`src/shared/trace_cfg_pkg.sv`:
```
/*
  Package for the trace output configuration block: register byte offsets,
  field positions, reset values, protocol codes and the control word carried
  to the output datapath.
  Assumes a 32-bit Avalon-MM slave with word-aligned byte addresses.
*/
package trace_cfg_pkg;

  // ----------------------------------------------------------------
  // register byte offsets
  // ----------------------------------------------------------------
  localparam logic [11:0] SUPPORTED_PORT_WIDTHS_OFS   = 12'h000;
  localparam logic [11:0] CURRENT_PORT_WIDTH_OFS      = 12'h004;
  localparam logic [11:0] ASYNC_BAUD_DIVIDER_OFS      = 12'h010;
  localparam logic [11:0] PIN_PROTOCOL_SELECT_OFS     = 12'h0f0;
  localparam logic [11:0] FORMATTER_FLUSH_STATUS_OFS  = 12'h300;
  localparam logic [11:0] FORMATTER_FLUSH_CONTROL_OFS = 12'h304;
  localparam logic [11:0] SYNC_PERIOD_CONTROL_OFS     = 12'h308;
  localparam logic [11:0] TRIGGER_INPUT_STATE_OFS     = 12'hee8;

  // ----------------------------------------------------------------
  // field positions and widths
  // ----------------------------------------------------------------
  localparam int WIDTH_FIELD_BITS   = 4;
  localparam int PROTOCOL_BITS      = 2;
  localparam int SYNC_COUNT_BITS    = 5;
  localparam int PRESCALER_BITS     = 13;
  localparam int SYNC_CNT_BITS      = 17;
  localparam int STAT_UNSTOPPABLE   = 3;
  localparam int STAT_CAPTURE       = 2;
  localparam int STAT_HALTED        = 1;
  localparam int STAT_FLUSH_PENDING = 0;
  localparam int CTRL_TRIGGER_INS   = 8;
  localparam int CTRL_MANUAL_FLUSH  = 6;
  localparam int CTRL_CONT_FORMAT   = 1;

  // ----------------------------------------------------------------
  // reset values and codes
  // ----------------------------------------------------------------
  localparam logic [3:0]  WIDTH_1BIT       = 4'h1;
  localparam logic [3:0]  WIDTH_2BIT       = 4'h2;
  localparam logic [3:0]  WIDTH_4BIT       = 4'h8;
  localparam logic [3:0]  SUPPORT_MAX1     = 4'h1;
  localparam logic [3:0]  SUPPORT_MAX2     = 4'h3;
  localparam logic [3:0]  SUPPORT_MAX4     = 4'hb;
  localparam logic [1:0]  PROTO_PARALLEL   = 2'h0;
  localparam logic [1:0]  PROTO_MANCHESTER = 2'h1;
  localparam logic [1:0]  PROTO_NRZ        = 2'h2;
  localparam logic [1:0]  PROTOCOL_RESET   = 2'h1;
  localparam logic [4:0]  SYNC_COUNT_MIN   = 5'h07;
  localparam logic [4:0]  SYNC_COUNT_MAX   = 5'h10;
  localparam logic        CONT_FMT_RESET   = 1'b1;
  localparam logic [12:0] PRESCALER_RESET  = 13'h0000;

  // control word handed to the output datapath
  typedef struct packed {
    logic [2:0] portWidthCode;   // 0: 1 bit, 1: 2 bits, 3: 4 bits
    logic [1:0] protocol;
    logic       formatterOn;
    logic       bypassSecond;    // discard second trace input
  } out_cfg_t;

  typedef enum logic [2:0] {
    FL_IDLE  = 3'b001,
    FL_SYNC  = 3'b010,
    FL_DRAIN = 3'b100
  } flush_state_t;

endpackage

```
`src/hdl/trace_output_config.sv`:
```
/*
  Configuration and status logic of the trace output unit: port width,
  pin protocol, periodic sync interval, async baud divider, formatter flush
  control and trigger readback, reached over Avalon-MM with waitrequest.
  Assumes the output datapath reports when it has drained a flush and when
  a sync packet has been emitted; trigger pin is asynchronous.
*/
// Notes on behaviour
// - supported-width register: bit n set means port width n+1 supported
// - supported widths follow max-width tie: 0b0011 for 2 bits, 0b1011 for 4
// - current width one-hot: 0b0001 1 bit, 0b0010 2 bits, 0b1000 4 bits
// - several bits set in current width: highest set bit decides
// - protocol field: 0 parallel, 1 Manchester single pin, 2 NRZ single pin
// - sync reload is two to the sync count, in bytes, ceiling 2^16
// - sync count below 0b00111 disables periodic sync counter
// - sync count above 0b10000 reloads the maximum interval
// - async bit rate is source clock over prescaler plus one
// - status bit 3 reads one: formatter cannot be stopped
// - status bits 2 and 1 always read zero
// - flush pending sets at flush start, clears when prior data left
// - control bit 8 always reads one: triggers inserted
// - writing one to control bit 6 flushes; bit clears on completion
// - control bit 1 enables continuous formatting
// - parallel protocol forces formatter on; single pin restores setting
// - trigger register bit 0 reads trigger input level, others zero
// - bypassed single-pin mode passes first input only, drops second
// - sync request completes partial frame then emits a sync packet
module trace_output_config
  import trace_cfg_pkg::*;
#(
  parameter logic [3:0] MAX_PORT_WIDTH_TIE = SUPPORT_MAX4
) (
  input  wire logic        ref_clk,
  input  wire logic        rstn,
  input  wire logic [11:0] address,
  input  wire logic        read,
  input  wire logic        write,
  input  wire logic [3:0]  byteenable,
  input  wire logic [31:0] writedata,
  output logic [31:0]      readdata,
  output logic             waitrequest,
  output logic             response,
  input  wire logic        triggerPin,
  input  wire logic        flushDrained,
  input  wire logic        syncSent,
  input  wire logic [7:0]  bytesSent,
  output out_cfg_t         outCfg,
  output logic             flushRequest,
  output logic             syncRequest,
  output logic             baudTick
);

  // ----------------------------------------------------------------
  // functions
  // ----------------------------------------------------------------
  // highest set bit of the width field gives the active width
  function automatic logic [2:0] width_code(input logic [3:0] w);
    if (w[3]) width_code = 3'h3;
    else if (w[2]) width_code = 3'h2;
    else if (w[1]) width_code = 3'h1;
    else width_code = 3'h0;
  endfunction

  // merge write data into a field under byte enables
  function automatic logic [31:0] be_merge(input logic [31:0] old, input logic [31:0] d,
                                           input logic [3:0] be);
    for (int i = 0; i < 4; i++) begin
      be_merge[i*8 +: 8] = be[i] ? d[i*8 +: 8] : old[i*8 +: 8];
    end
  endfunction

  // ----------------------------------------------------------------
  // state
  // ----------------------------------------------------------------
  logic [3:0]            currentWidth;
  logic [1:0]            protocolSel;
  logic [4:0]            syncCount;
  logic [12:0]           prescaler;
  logic                  contFormatCfg;
  logic                  manualFlush;
  logic                  flushPending;
  flush_state_t          flushState;
  logic                  trigMeta;
  logic                  trigSync;
  logic                  answered;
  logic [SYNC_CNT_BITS-1:0] syncCounter;
  logic [PRESCALER_BITS-1:0] baudCounter;
  logic                  access;
  logic                  wrHit;
  logic [31:0]           next_readdata;
  logic                  next_response;
  logic                  contFormatEff;
  logic [SYNC_CNT_BITS-1:0] syncReload;

  assign access = (read | write) & ~answered;
  assign wrHit  = write & ~answered;

  // parallel port forces the formatter on, stored setting is kept
  assign contFormatEff = (protocolSel == PROTO_PARALLEL) ? 1'b1 : contFormatCfg;

  // reload value: 2^n bytes, clamped to 2^16
  always_comb begin
    if (syncCount > SYNC_COUNT_MAX) begin
      syncReload = SYNC_CNT_BITS'(1) << SYNC_COUNT_MAX;
    end else begin
      syncReload = SYNC_CNT_BITS'(1) << syncCount;
    end
  end

  // ----------------------------------------------------------------
  // avalon slave: one wait cycle, answer on the second
  // ----------------------------------------------------------------
  always_ff @(posedge ref_clk) begin
    if (!rstn) begin
      answered    <= 1'b0;
      waitrequest <= 1'b1;
    end else begin
      answered    <= access;
      waitrequest <= ~access;
    end
  end

  // read mux; reserved bits read zero
  always_comb begin
    next_readdata = 32'h0000_0000;
    next_response = 1'b0;
    case (address)
      SUPPORTED_PORT_WIDTHS_OFS: next_readdata[3:0] = MAX_PORT_WIDTH_TIE;
      CURRENT_PORT_WIDTH_OFS:    next_readdata[3:0] = currentWidth;
      ASYNC_BAUD_DIVIDER_OFS:    next_readdata[12:0] = prescaler;
      PIN_PROTOCOL_SELECT_OFS:   next_readdata[1:0] = protocolSel;
      FORMATTER_FLUSH_STATUS_OFS: begin
        next_readdata[STAT_UNSTOPPABLE]   = 1'b1;
        next_readdata[STAT_CAPTURE]       = 1'b0;
        next_readdata[STAT_HALTED]        = 1'b0;
        next_readdata[STAT_FLUSH_PENDING] = flushPending;
      end
      FORMATTER_FLUSH_CONTROL_OFS: begin
        next_readdata[CTRL_TRIGGER_INS]  = 1'b1;
        next_readdata[CTRL_MANUAL_FLUSH] = manualFlush;
        next_readdata[CTRL_CONT_FORMAT]  = contFormatEff;
      end
      SYNC_PERIOD_CONTROL_OFS:   next_readdata[4:0] = syncCount;
      TRIGGER_INPUT_STATE_OFS:   next_readdata[0] = trigSync;
      default:                   next_response = 1'b1; // unmapped: slave error
    endcase
  end

  // read data and response register
  always_ff @(posedge ref_clk) begin
    if (!rstn) begin
      readdata <= 32'h0000_0000;
      response <= 1'b0;
    end else if (access) begin
      readdata <= read ? next_readdata : 32'h0000_0000;
      response <= next_response;
    end
  end

  // ----------------------------------------------------------------
  // configuration registers
  // ----------------------------------------------------------------
  always_ff @(posedge ref_clk) begin
    if (!rstn) begin
      currentWidth  <= WIDTH_1BIT;
      protocolSel   <= PROTOCOL_RESET;
      syncCount     <= 5'h00;
      prescaler     <= PRESCALER_RESET;
      contFormatCfg <= CONT_FMT_RESET;
    end else if (wrHit) begin
      case (address)
        CURRENT_PORT_WIDTH_OFS:  currentWidth <= 4'(be_merge(32'(currentWidth), writedata,
                                                             byteenable));
        PIN_PROTOCOL_SELECT_OFS: if (byteenable[0]) protocolSel <= writedata[1:0];
        SYNC_PERIOD_CONTROL_OFS: if (byteenable[0]) syncCount <= writedata[4:0];
        ASYNC_BAUD_DIVIDER_OFS:  prescaler <= 13'(be_merge(32'(prescaler), writedata,
                                                           byteenable));
        FORMATTER_FLUSH_CONTROL_OFS: if (byteenable[0]) begin
          contFormatCfg <= writedata[CTRL_CONT_FORMAT];
        end
        default: ;
      endcase
    end
  end

  // ----------------------------------------------------------------
  // flush sequencing: idle straight to drain, FL_SYNC never entered
  // ----------------------------------------------------------------
  always_ff @(posedge ref_clk) begin
    if (!rstn) begin
      flushState   <= FL_IDLE;
      manualFlush  <= 1'b0;
      flushPending <= 1'b0;
      flushRequest <= 1'b0;
    end else begin
      case (flushState)
        FL_IDLE: if (wrHit && address == FORMATTER_FLUSH_CONTROL_OFS && byteenable[0]
                     && writedata[CTRL_MANUAL_FLUSH]) begin
          manualFlush  <= 1'b1;
          flushPending <= 1'b1;
          flushRequest <= 1'b1;
          flushState   <= FL_DRAIN;
        end
        FL_DRAIN: begin
          flushRequest <= 1'b0;
          if (flushDrained) begin
            manualFlush  <= 1'b0;
            flushPending <= 1'b0;
            flushState   <= FL_IDLE;
          end
        end
        default: flushState <= FL_IDLE;
      endcase
    end
  end

  // ----------------------------------------------------------------
  // trigger pin synchroniser
  // ----------------------------------------------------------------
  always_ff @(posedge ref_clk) begin
    if (!rstn) begin
      trigMeta <= 1'b0;
      trigSync <= 1'b0;
    end else begin
      trigMeta <= triggerPin;
      trigSync <= trigMeta;
    end
  end

  // ----------------------------------------------------------------
  // periodic sync counter in bytes
  // ----------------------------------------------------------------
  always_ff @(posedge ref_clk) begin
    if (!rstn) begin
      syncCounter <= '0;
      syncRequest <= 1'b0;
    end else if (syncCount < SYNC_COUNT_MIN) begin
      syncCounter <= '0;
      syncRequest <= 1'b0;
    end else if (syncRequest) begin
      // hold until the formatter closes the frame and sends sync
      if (syncSent) begin
        syncRequest <= 1'b0;
        syncCounter <= '0;
      end
    end else if (SYNC_CNT_BITS'(syncCounter + SYNC_CNT_BITS'(bytesSent)) >= syncReload) begin
      syncRequest <= 1'b1;
    end else begin
      syncCounter <= SYNC_CNT_BITS'(syncCounter + SYNC_CNT_BITS'(bytesSent));
    end
  end

  // ----------------------------------------------------------------
  // baud divider: one tick every prescaler+1 cycles
  // ----------------------------------------------------------------
  always_ff @(posedge ref_clk) begin
    if (!rstn) begin
      baudCounter <= '0;
      baudTick    <= 1'b0;
    end else if (baudCounter >= prescaler) begin
      baudCounter <= '0;
      baudTick    <= 1'b1;
    end else begin
      baudCounter <= baudCounter + 13'h0001;
      baudTick    <= 1'b0;
    end
  end

  // ----------------------------------------------------------------
  // control word to datapath
  // ----------------------------------------------------------------
  always_ff @(posedge ref_clk) begin
    if (!rstn) begin
      outCfg <= '{portWidthCode: 3'h0, protocol: PROTOCOL_RESET, formatterOn: CONT_FMT_RESET,
                  bypassSecond: 1'b0};
    end else begin
      outCfg.portWidthCode <= width_code(currentWidth);
      outCfg.protocol      <= protocolSel;
      outCfg.formatterOn   <= contFormatEff;
      outCfg.bypassSecond  <= (protocolSel != PROTO_PARALLEL) & ~contFormatCfg;
    end
  end
endmodule

```
`config.mk`:
```
export PLATFORM = sky130hd
export DESIGN_NAME = trace_output_config
export DESIGN_NICKNAME = d
export VERILOG_FILES = /design/src/shared/trace_cfg_pkg.sv /design/src/hdl/trace_output_config.sv
export SDC_FILE = /design/constraint.sdc
export NUM_CORES = 1
export LEC_CHECK = 0
export BUFFER_PORTS_ARGS = -buffer_cell sky130_fd_sc_hd__buf_4
export CORE_UTILIZATION = 30
export CTS_BUF_LIST = sky130_fd_sc_hd__clkbuf_8
export DETAILED_ROUTE_END_ITERATION = 8
export PLACE_DENSITY = 0.54
export SETUP_SLACK_MARGIN = 0.1
export SYNTH_ARGS = -nofsm -noshare
export SYNTH_HDL_FRONTEND = slang
export SYNTH_SLANG_ARGS = --single-unit
```
`constraint.sdc`:
```
create_clock -name ref_clk -period 5.75 [get_ports ref_clk]
set_clock_uncertainty 0.2 [all_clocks]
set_input_delay 1.15 -clock ref_clk [delete_from_list [all_inputs] [get_ports ref_clk]]
set_output_delay 1.15 -clock ref_clk [all_outputs]
set_load 0.01 [all_outputs]
```
# Word level (Yosys, flattened, before mapping)
# Cells that the tools add are included.
[word_totals]
register_bits = 106
latchBits = 0
ram_bits = 0
mem_bits_ro = 0
input_bits = 63
output_inout_bits = 44
elab_cells = 104
mem_count = 0
[classes]
add_sub_neg = 2
n_mul = 0
n_div = 0
order_cmp = 4
n_eq_ne = 13
shift = 1
mux = 30
bitwise = 8
reduce_logical = 22
[ops]
columns = ["cell", "count"]
rows = [
  ["$mux W17", 4],
  ["$eq A12 B10 Y1 const B", 3],
  ["$reduce_and A3 Y1", 7],
  ["$add A17 B8 Y17", 1],
  ["$ge A17 B17 Y1", 1],
  ["$shl A1 B5 Y17 const A", 1],
  ["$add A13 B1 Y13 const B", 1],
  ["$ge A13 B13 Y1", 1],
  ["$mux W13", 1],
  ["$eq A12 B12 Y1 const B", 1],
  ["$eq A12 B3 Y1 const B", 1],
  ["$eq A12 B5 Y1 const B", 1],
  ["$eq A12 B8 Y1 const B", 1],
  ["$logic_not A12 Y1", 1],
  ["$mux W1", 11],
  ["$pmux W1 S2", 5],
  ["$ne A2 B2 Y1 const B", 4],
  ["$pmux W2 S4", 1],
  ["$reduce_or A8 Y1", 1],
  ["$pmux W1 S7", 1],
  ["$mux W3", 2],
  ["$pmux W1 S6", 1],
  ["$pmux W3 S2", 1],
  ["$reduce_and A2 Y1", 3],
  ["14 further kinds", 25],
]

# Logic depth before layout (Yosys ltp)
[depth]
word_depth = 7
depth_mapped = 15
depth_no_buf = 15

# Least setup slack after synthesis
# Ideal clock, no wire load.
[synth_path]
path_type = "in2reg"
from = "input port bytesSent[0]"
to = "register syncCounter[9]"
setup_time_ns = 0.122
arrival_ns = 4.110
t_required_ns = 5.428
setup_slack_ns = 1.318
path_stages = 14
n_path_buf = 0
cell_sequence = "ha_1 -> fa_1 -> a211oi_1 -> nor2_1 -> o2111ai_2 -> nor2_1 -> nand2_1 -> nand2_1 -> ha_1 -> nand4_1 -> nor4_1 -> a21o_1 -> nor3_2 -> a221o_1"
[synth_via]
elab_chain_len = 4
word_cells_on_any_way = 6
cone_classes = "1 x add/sub; 1 x order compare; 1 x eq/ne; 2 x mux; 1 x reduce/logical"
[synth_rtl]
columns = ["item", "line", "source"]
rows = [
  ["from (decl)", "trace_output_config.sv:46", "input wire logic [7:0] bytesSent,"],
  ["$add A17 B8 Y17 *", "trace_output_config.sv:246, trace_output_config.sv:249", ""],
  ["$ge A17 B17 Y1", "trace_output_config.sv:246", "end else if (SYNC_CNT_BITS'(syncCounter + SYNC_CNT_BITS'(bytesSent)) >= syncReload) begin"],
  ["$ne A2 B2 Y1 (no line)", "--", ""],
  ["$reduce_and A2 Y1 (no line)", "--", ""],
  ["to (signal assigned)", "trace_output_config.sv:249", "syncCounter <= SYNC_CNT_BITS'(syncCounter + SYNC_CNT_BITS'(bytesSent));"],
  ["to (decl)", "trace_output_config.sv:86", "logic [SYNC_CNT_BITS-1:0] syncCounter;"],
]
# Mark *: on every way between the ends. The rest lies on a longest branch, timed or not. The select of a mux whose other input is x is not followed.
# A chain may end at the register's enable or synchronous reset.

# Worst setup path in the final report
[layout_path]
from = "input port bytesSent[0]"
to = "register syncCounter[13]"
# Same word-level chain as after synthesis.

==> flow_summary.json <==
{
  "status": "finished, final reports clean",
  "ys_warn_count": 0,
  "finalMaxSlewViolations": 0,
  "fp.dieH_um": 130.6,
  "critPathKind": "in2reg",
  "synth_cell_type_count": 68,
  "yosysMostFrequentCell": "dfxtp_1",
  "routed_via_density": 4.923,
  "die_area_sq_um": 17060,
  "portBuffers": 65,
  "cp.arrival_ps": 5000,
  "vias": 4209,
  "cts_sinks": 85,
  "async_reset_ff_share_pct": 0,
  "antenna_found_initial": 0,
  "yosysTopAreaCellShare_pct": 34.28,
  "grt_start_max_net_pins": 46,
  "syn_area_per_cell_sq_um": 8.662,
  "synth-seq-cells": 85,
  "design_power_total_mw": 1.131,
  "fp.dieW_um": 130.6,
  "worst_pin_slew_ps": 1147,
  "grt_pass1_wl_mm": 20.35,
  "clk_latency_ps": 380,
  "path_delay_family": "compound AO/OA/AOI/OAI gates",
  "grt.overflow.total": 0,
  "cp_max_fo": 10,
  "endpoint_kind": "flip-flop",
  "path_cells": "buf_4, ha_1, fa_1, a211oi_1, nor2_1, o2111ai_2, nor2_1, xnor2_1, ha_1, nand4_1, nor4_1, a211oi_2, nand2_1, o221ai_1",
  "hpwl_mm": 9.641,
  "clockBufferDepth": 2,
  "nNetsFinal": 740,
  "leakage_nw": 2.396,
  "clk_pin_slew_ps": 90,
  "layout-drive-gt1-share_pct": 15.49,
  "hold_violations": 0,
  "max-cap-violations": 0,
  "fin_util_pct": 36.24,
  "synthTopCellsByArea": "dfxtp_1, ha_1, nand2_1",
  "synth_area_sq_um": 4964,
  "crit_path_start_kind": "input pin",
  "peakVddDrop_mv": 0.1037,
  "rsz0062_at_grt": "no",
  "grt_pass1_vias": 4132,
  "initial_core_util_pct": 31.02,
  "cts_root_buf": "clkbuf_8",
  "synth_edf_count": 0,
  "finalSetupViolCount": 0,
  "max_freq_mhz": 203.5,
  "cp_num_buf_inv": 1,
  "hold_path.class": "reg2reg",
  "pin_count": 107,
  "coreArea_sq_um": 16000,
  "power.density_nw_per_um2": 195.0,
  "slew_headroom_pct": 22.94,
  "drc_errors": 0,
  "cp_slowest_cell": "a211oi_2",
  "antenna_left": 0,
  "synthToLayoutAreaGrowth_pct": 16.81,
  "fin_tns_setup_ps": 0,
  "numCtsBuffers": 9,
  "synth_top_area_cell": "dfxtp_1",
  "place.gp.congestion": 0.8304,
  "diodes": 0,
  "htreeDepth": 3,
  "synth_common_cells": "dfxtp_1, nand2_1, ha_1",
  "grt_use_total_pct": 15.52,
  "cts_hold_buf": 0,
  "first_iter_violations": 198,
  "wl_mm": 12.37,
  "synth-main-ff-cell": "dfxtp_1",
  "post_cts.repair.setup_buffers": 0,
  "max_stage_delay_ps": 660,
  "wire_per_inst_um": 14.47,
  "critPathRequiredTime_ps": 5840,
  "ys_seq_area_share_pct": 34.28,
  "cts_tree": "done",
  "synth_cells": 573,
  "first_pass_iters": 4,
  "fin_crit_ps": 4913,
  "cts_resized": 0,
  "rows": 46,
  "period_share_pct": 85.44
}
==> area by class of cell <==
cell class                 instances  area [sq um]
fill                            1683         10200
multi-input combinational        442          3008
sequential                        85          1702
timing repair buffer              66         495.5
tap                              216         270.3
clock buffer                      11         151.4
inverter                          31         116.4
clock inverter                     4         55.05
==> worst paths after layout <==
kind	from	end	slack (ps)	depth (start not counted)
setup / recovery	bytesSent[0]	syncCounter[13]$_SDFFE_PP0P_	840	14
hold / removal	trigMeta$_SDFF_PN0_	trigSync$_SDFF_PN0_	240	1
hold reg to reg	trigMeta$_SDFF_PN0_	trigSync$_SDFF_PN0_	240	1
setup reg to reg	syncCounter[0]$_SDFFE_PP0P_	syncCounter[13]$_SDFFE_PP0P_	1410	13
==> power breakdown <==
part	internal, mW	total [mW]	switching, mW
combinational	0.0362	0.0827	0.0465
clock	0.225	0.456	0.230
sequential	0.591	0.592	0.00155
==> metal layers <==
layer / global-route usage, % / part of all wire [%]
met1: 18.95 / 46
met2: 26.24 / 49
met3: 4.275 / 3.8
met4: 5.206 / 1.8
met5: 0 / 0
==> worst register-to-register path, stage by stage, from the launching register on <==
cell and delay (ps):
dfxtp_1 320, ha_1 200, fa_1 430, a211oi_1 260, nor2_1 150, o2111ai_2 480, nor2_1 160, xnor2_1 220
ha_1 270, nand4_1 160, nor4_1 100, a211oi_2 660, nand2_1 380, o221ai_1 260
==> cell families (layout without fill, tap and decap cells) <==
kind of cell             after synthesis  count (layout)  share of synthesized area (%)
AND/OR/NAND/NOR                      229             229                          24.15
AO/OA/AOI/OAI                        114             114                          17.24
flip-flops                            85              85                          34.28
buffers and inverters                 65             112                          6.554
adder cells (fa/ha/maj)               42              42                          10.74
XOR/XNOR                              20              20                          3.529
multiplexers                          17              17                          3.428
other                                  1              20                        0.07555
==> layout by cell type, fill, tap and decap left out, types with 17 or more instances in the layout <==
cell      n
dfxtp_1  85
nand2_1  77
buf_4    66
ha_1     41
nor2_1   34
inv_1    30
nand3_1  22
nor2b_1  21
a21oi_1  21
conb_1   20
mux2i_1  17
==> registers in the layout (all words and copies together) (netlist names), 4 cells and up <==
| register | cells |
|---|---|
| outCfg | 6 |
| syncCount | 5 |
| baudCounter | 13 |
| readdata | 13 |
| syncCounter | 17 |
| prescaler | 13 |
| currentWidth | 4 |
==> stage by stage <==
stage	instance area [sq um]	instances	worst slack, ps	hold WS [ps]
final	5798	855	837.0	240.3
after floorplan	5035	592	1318	211.9
after CTS	5798	855	849.9	253.5
after detailed placement	5592	840	466.8	228.7
after global routing	5798	855	502.3	267.7
after global placement	5592	840	633.3	227.7
Note: power is estimated with default switching activity, not from simulation.
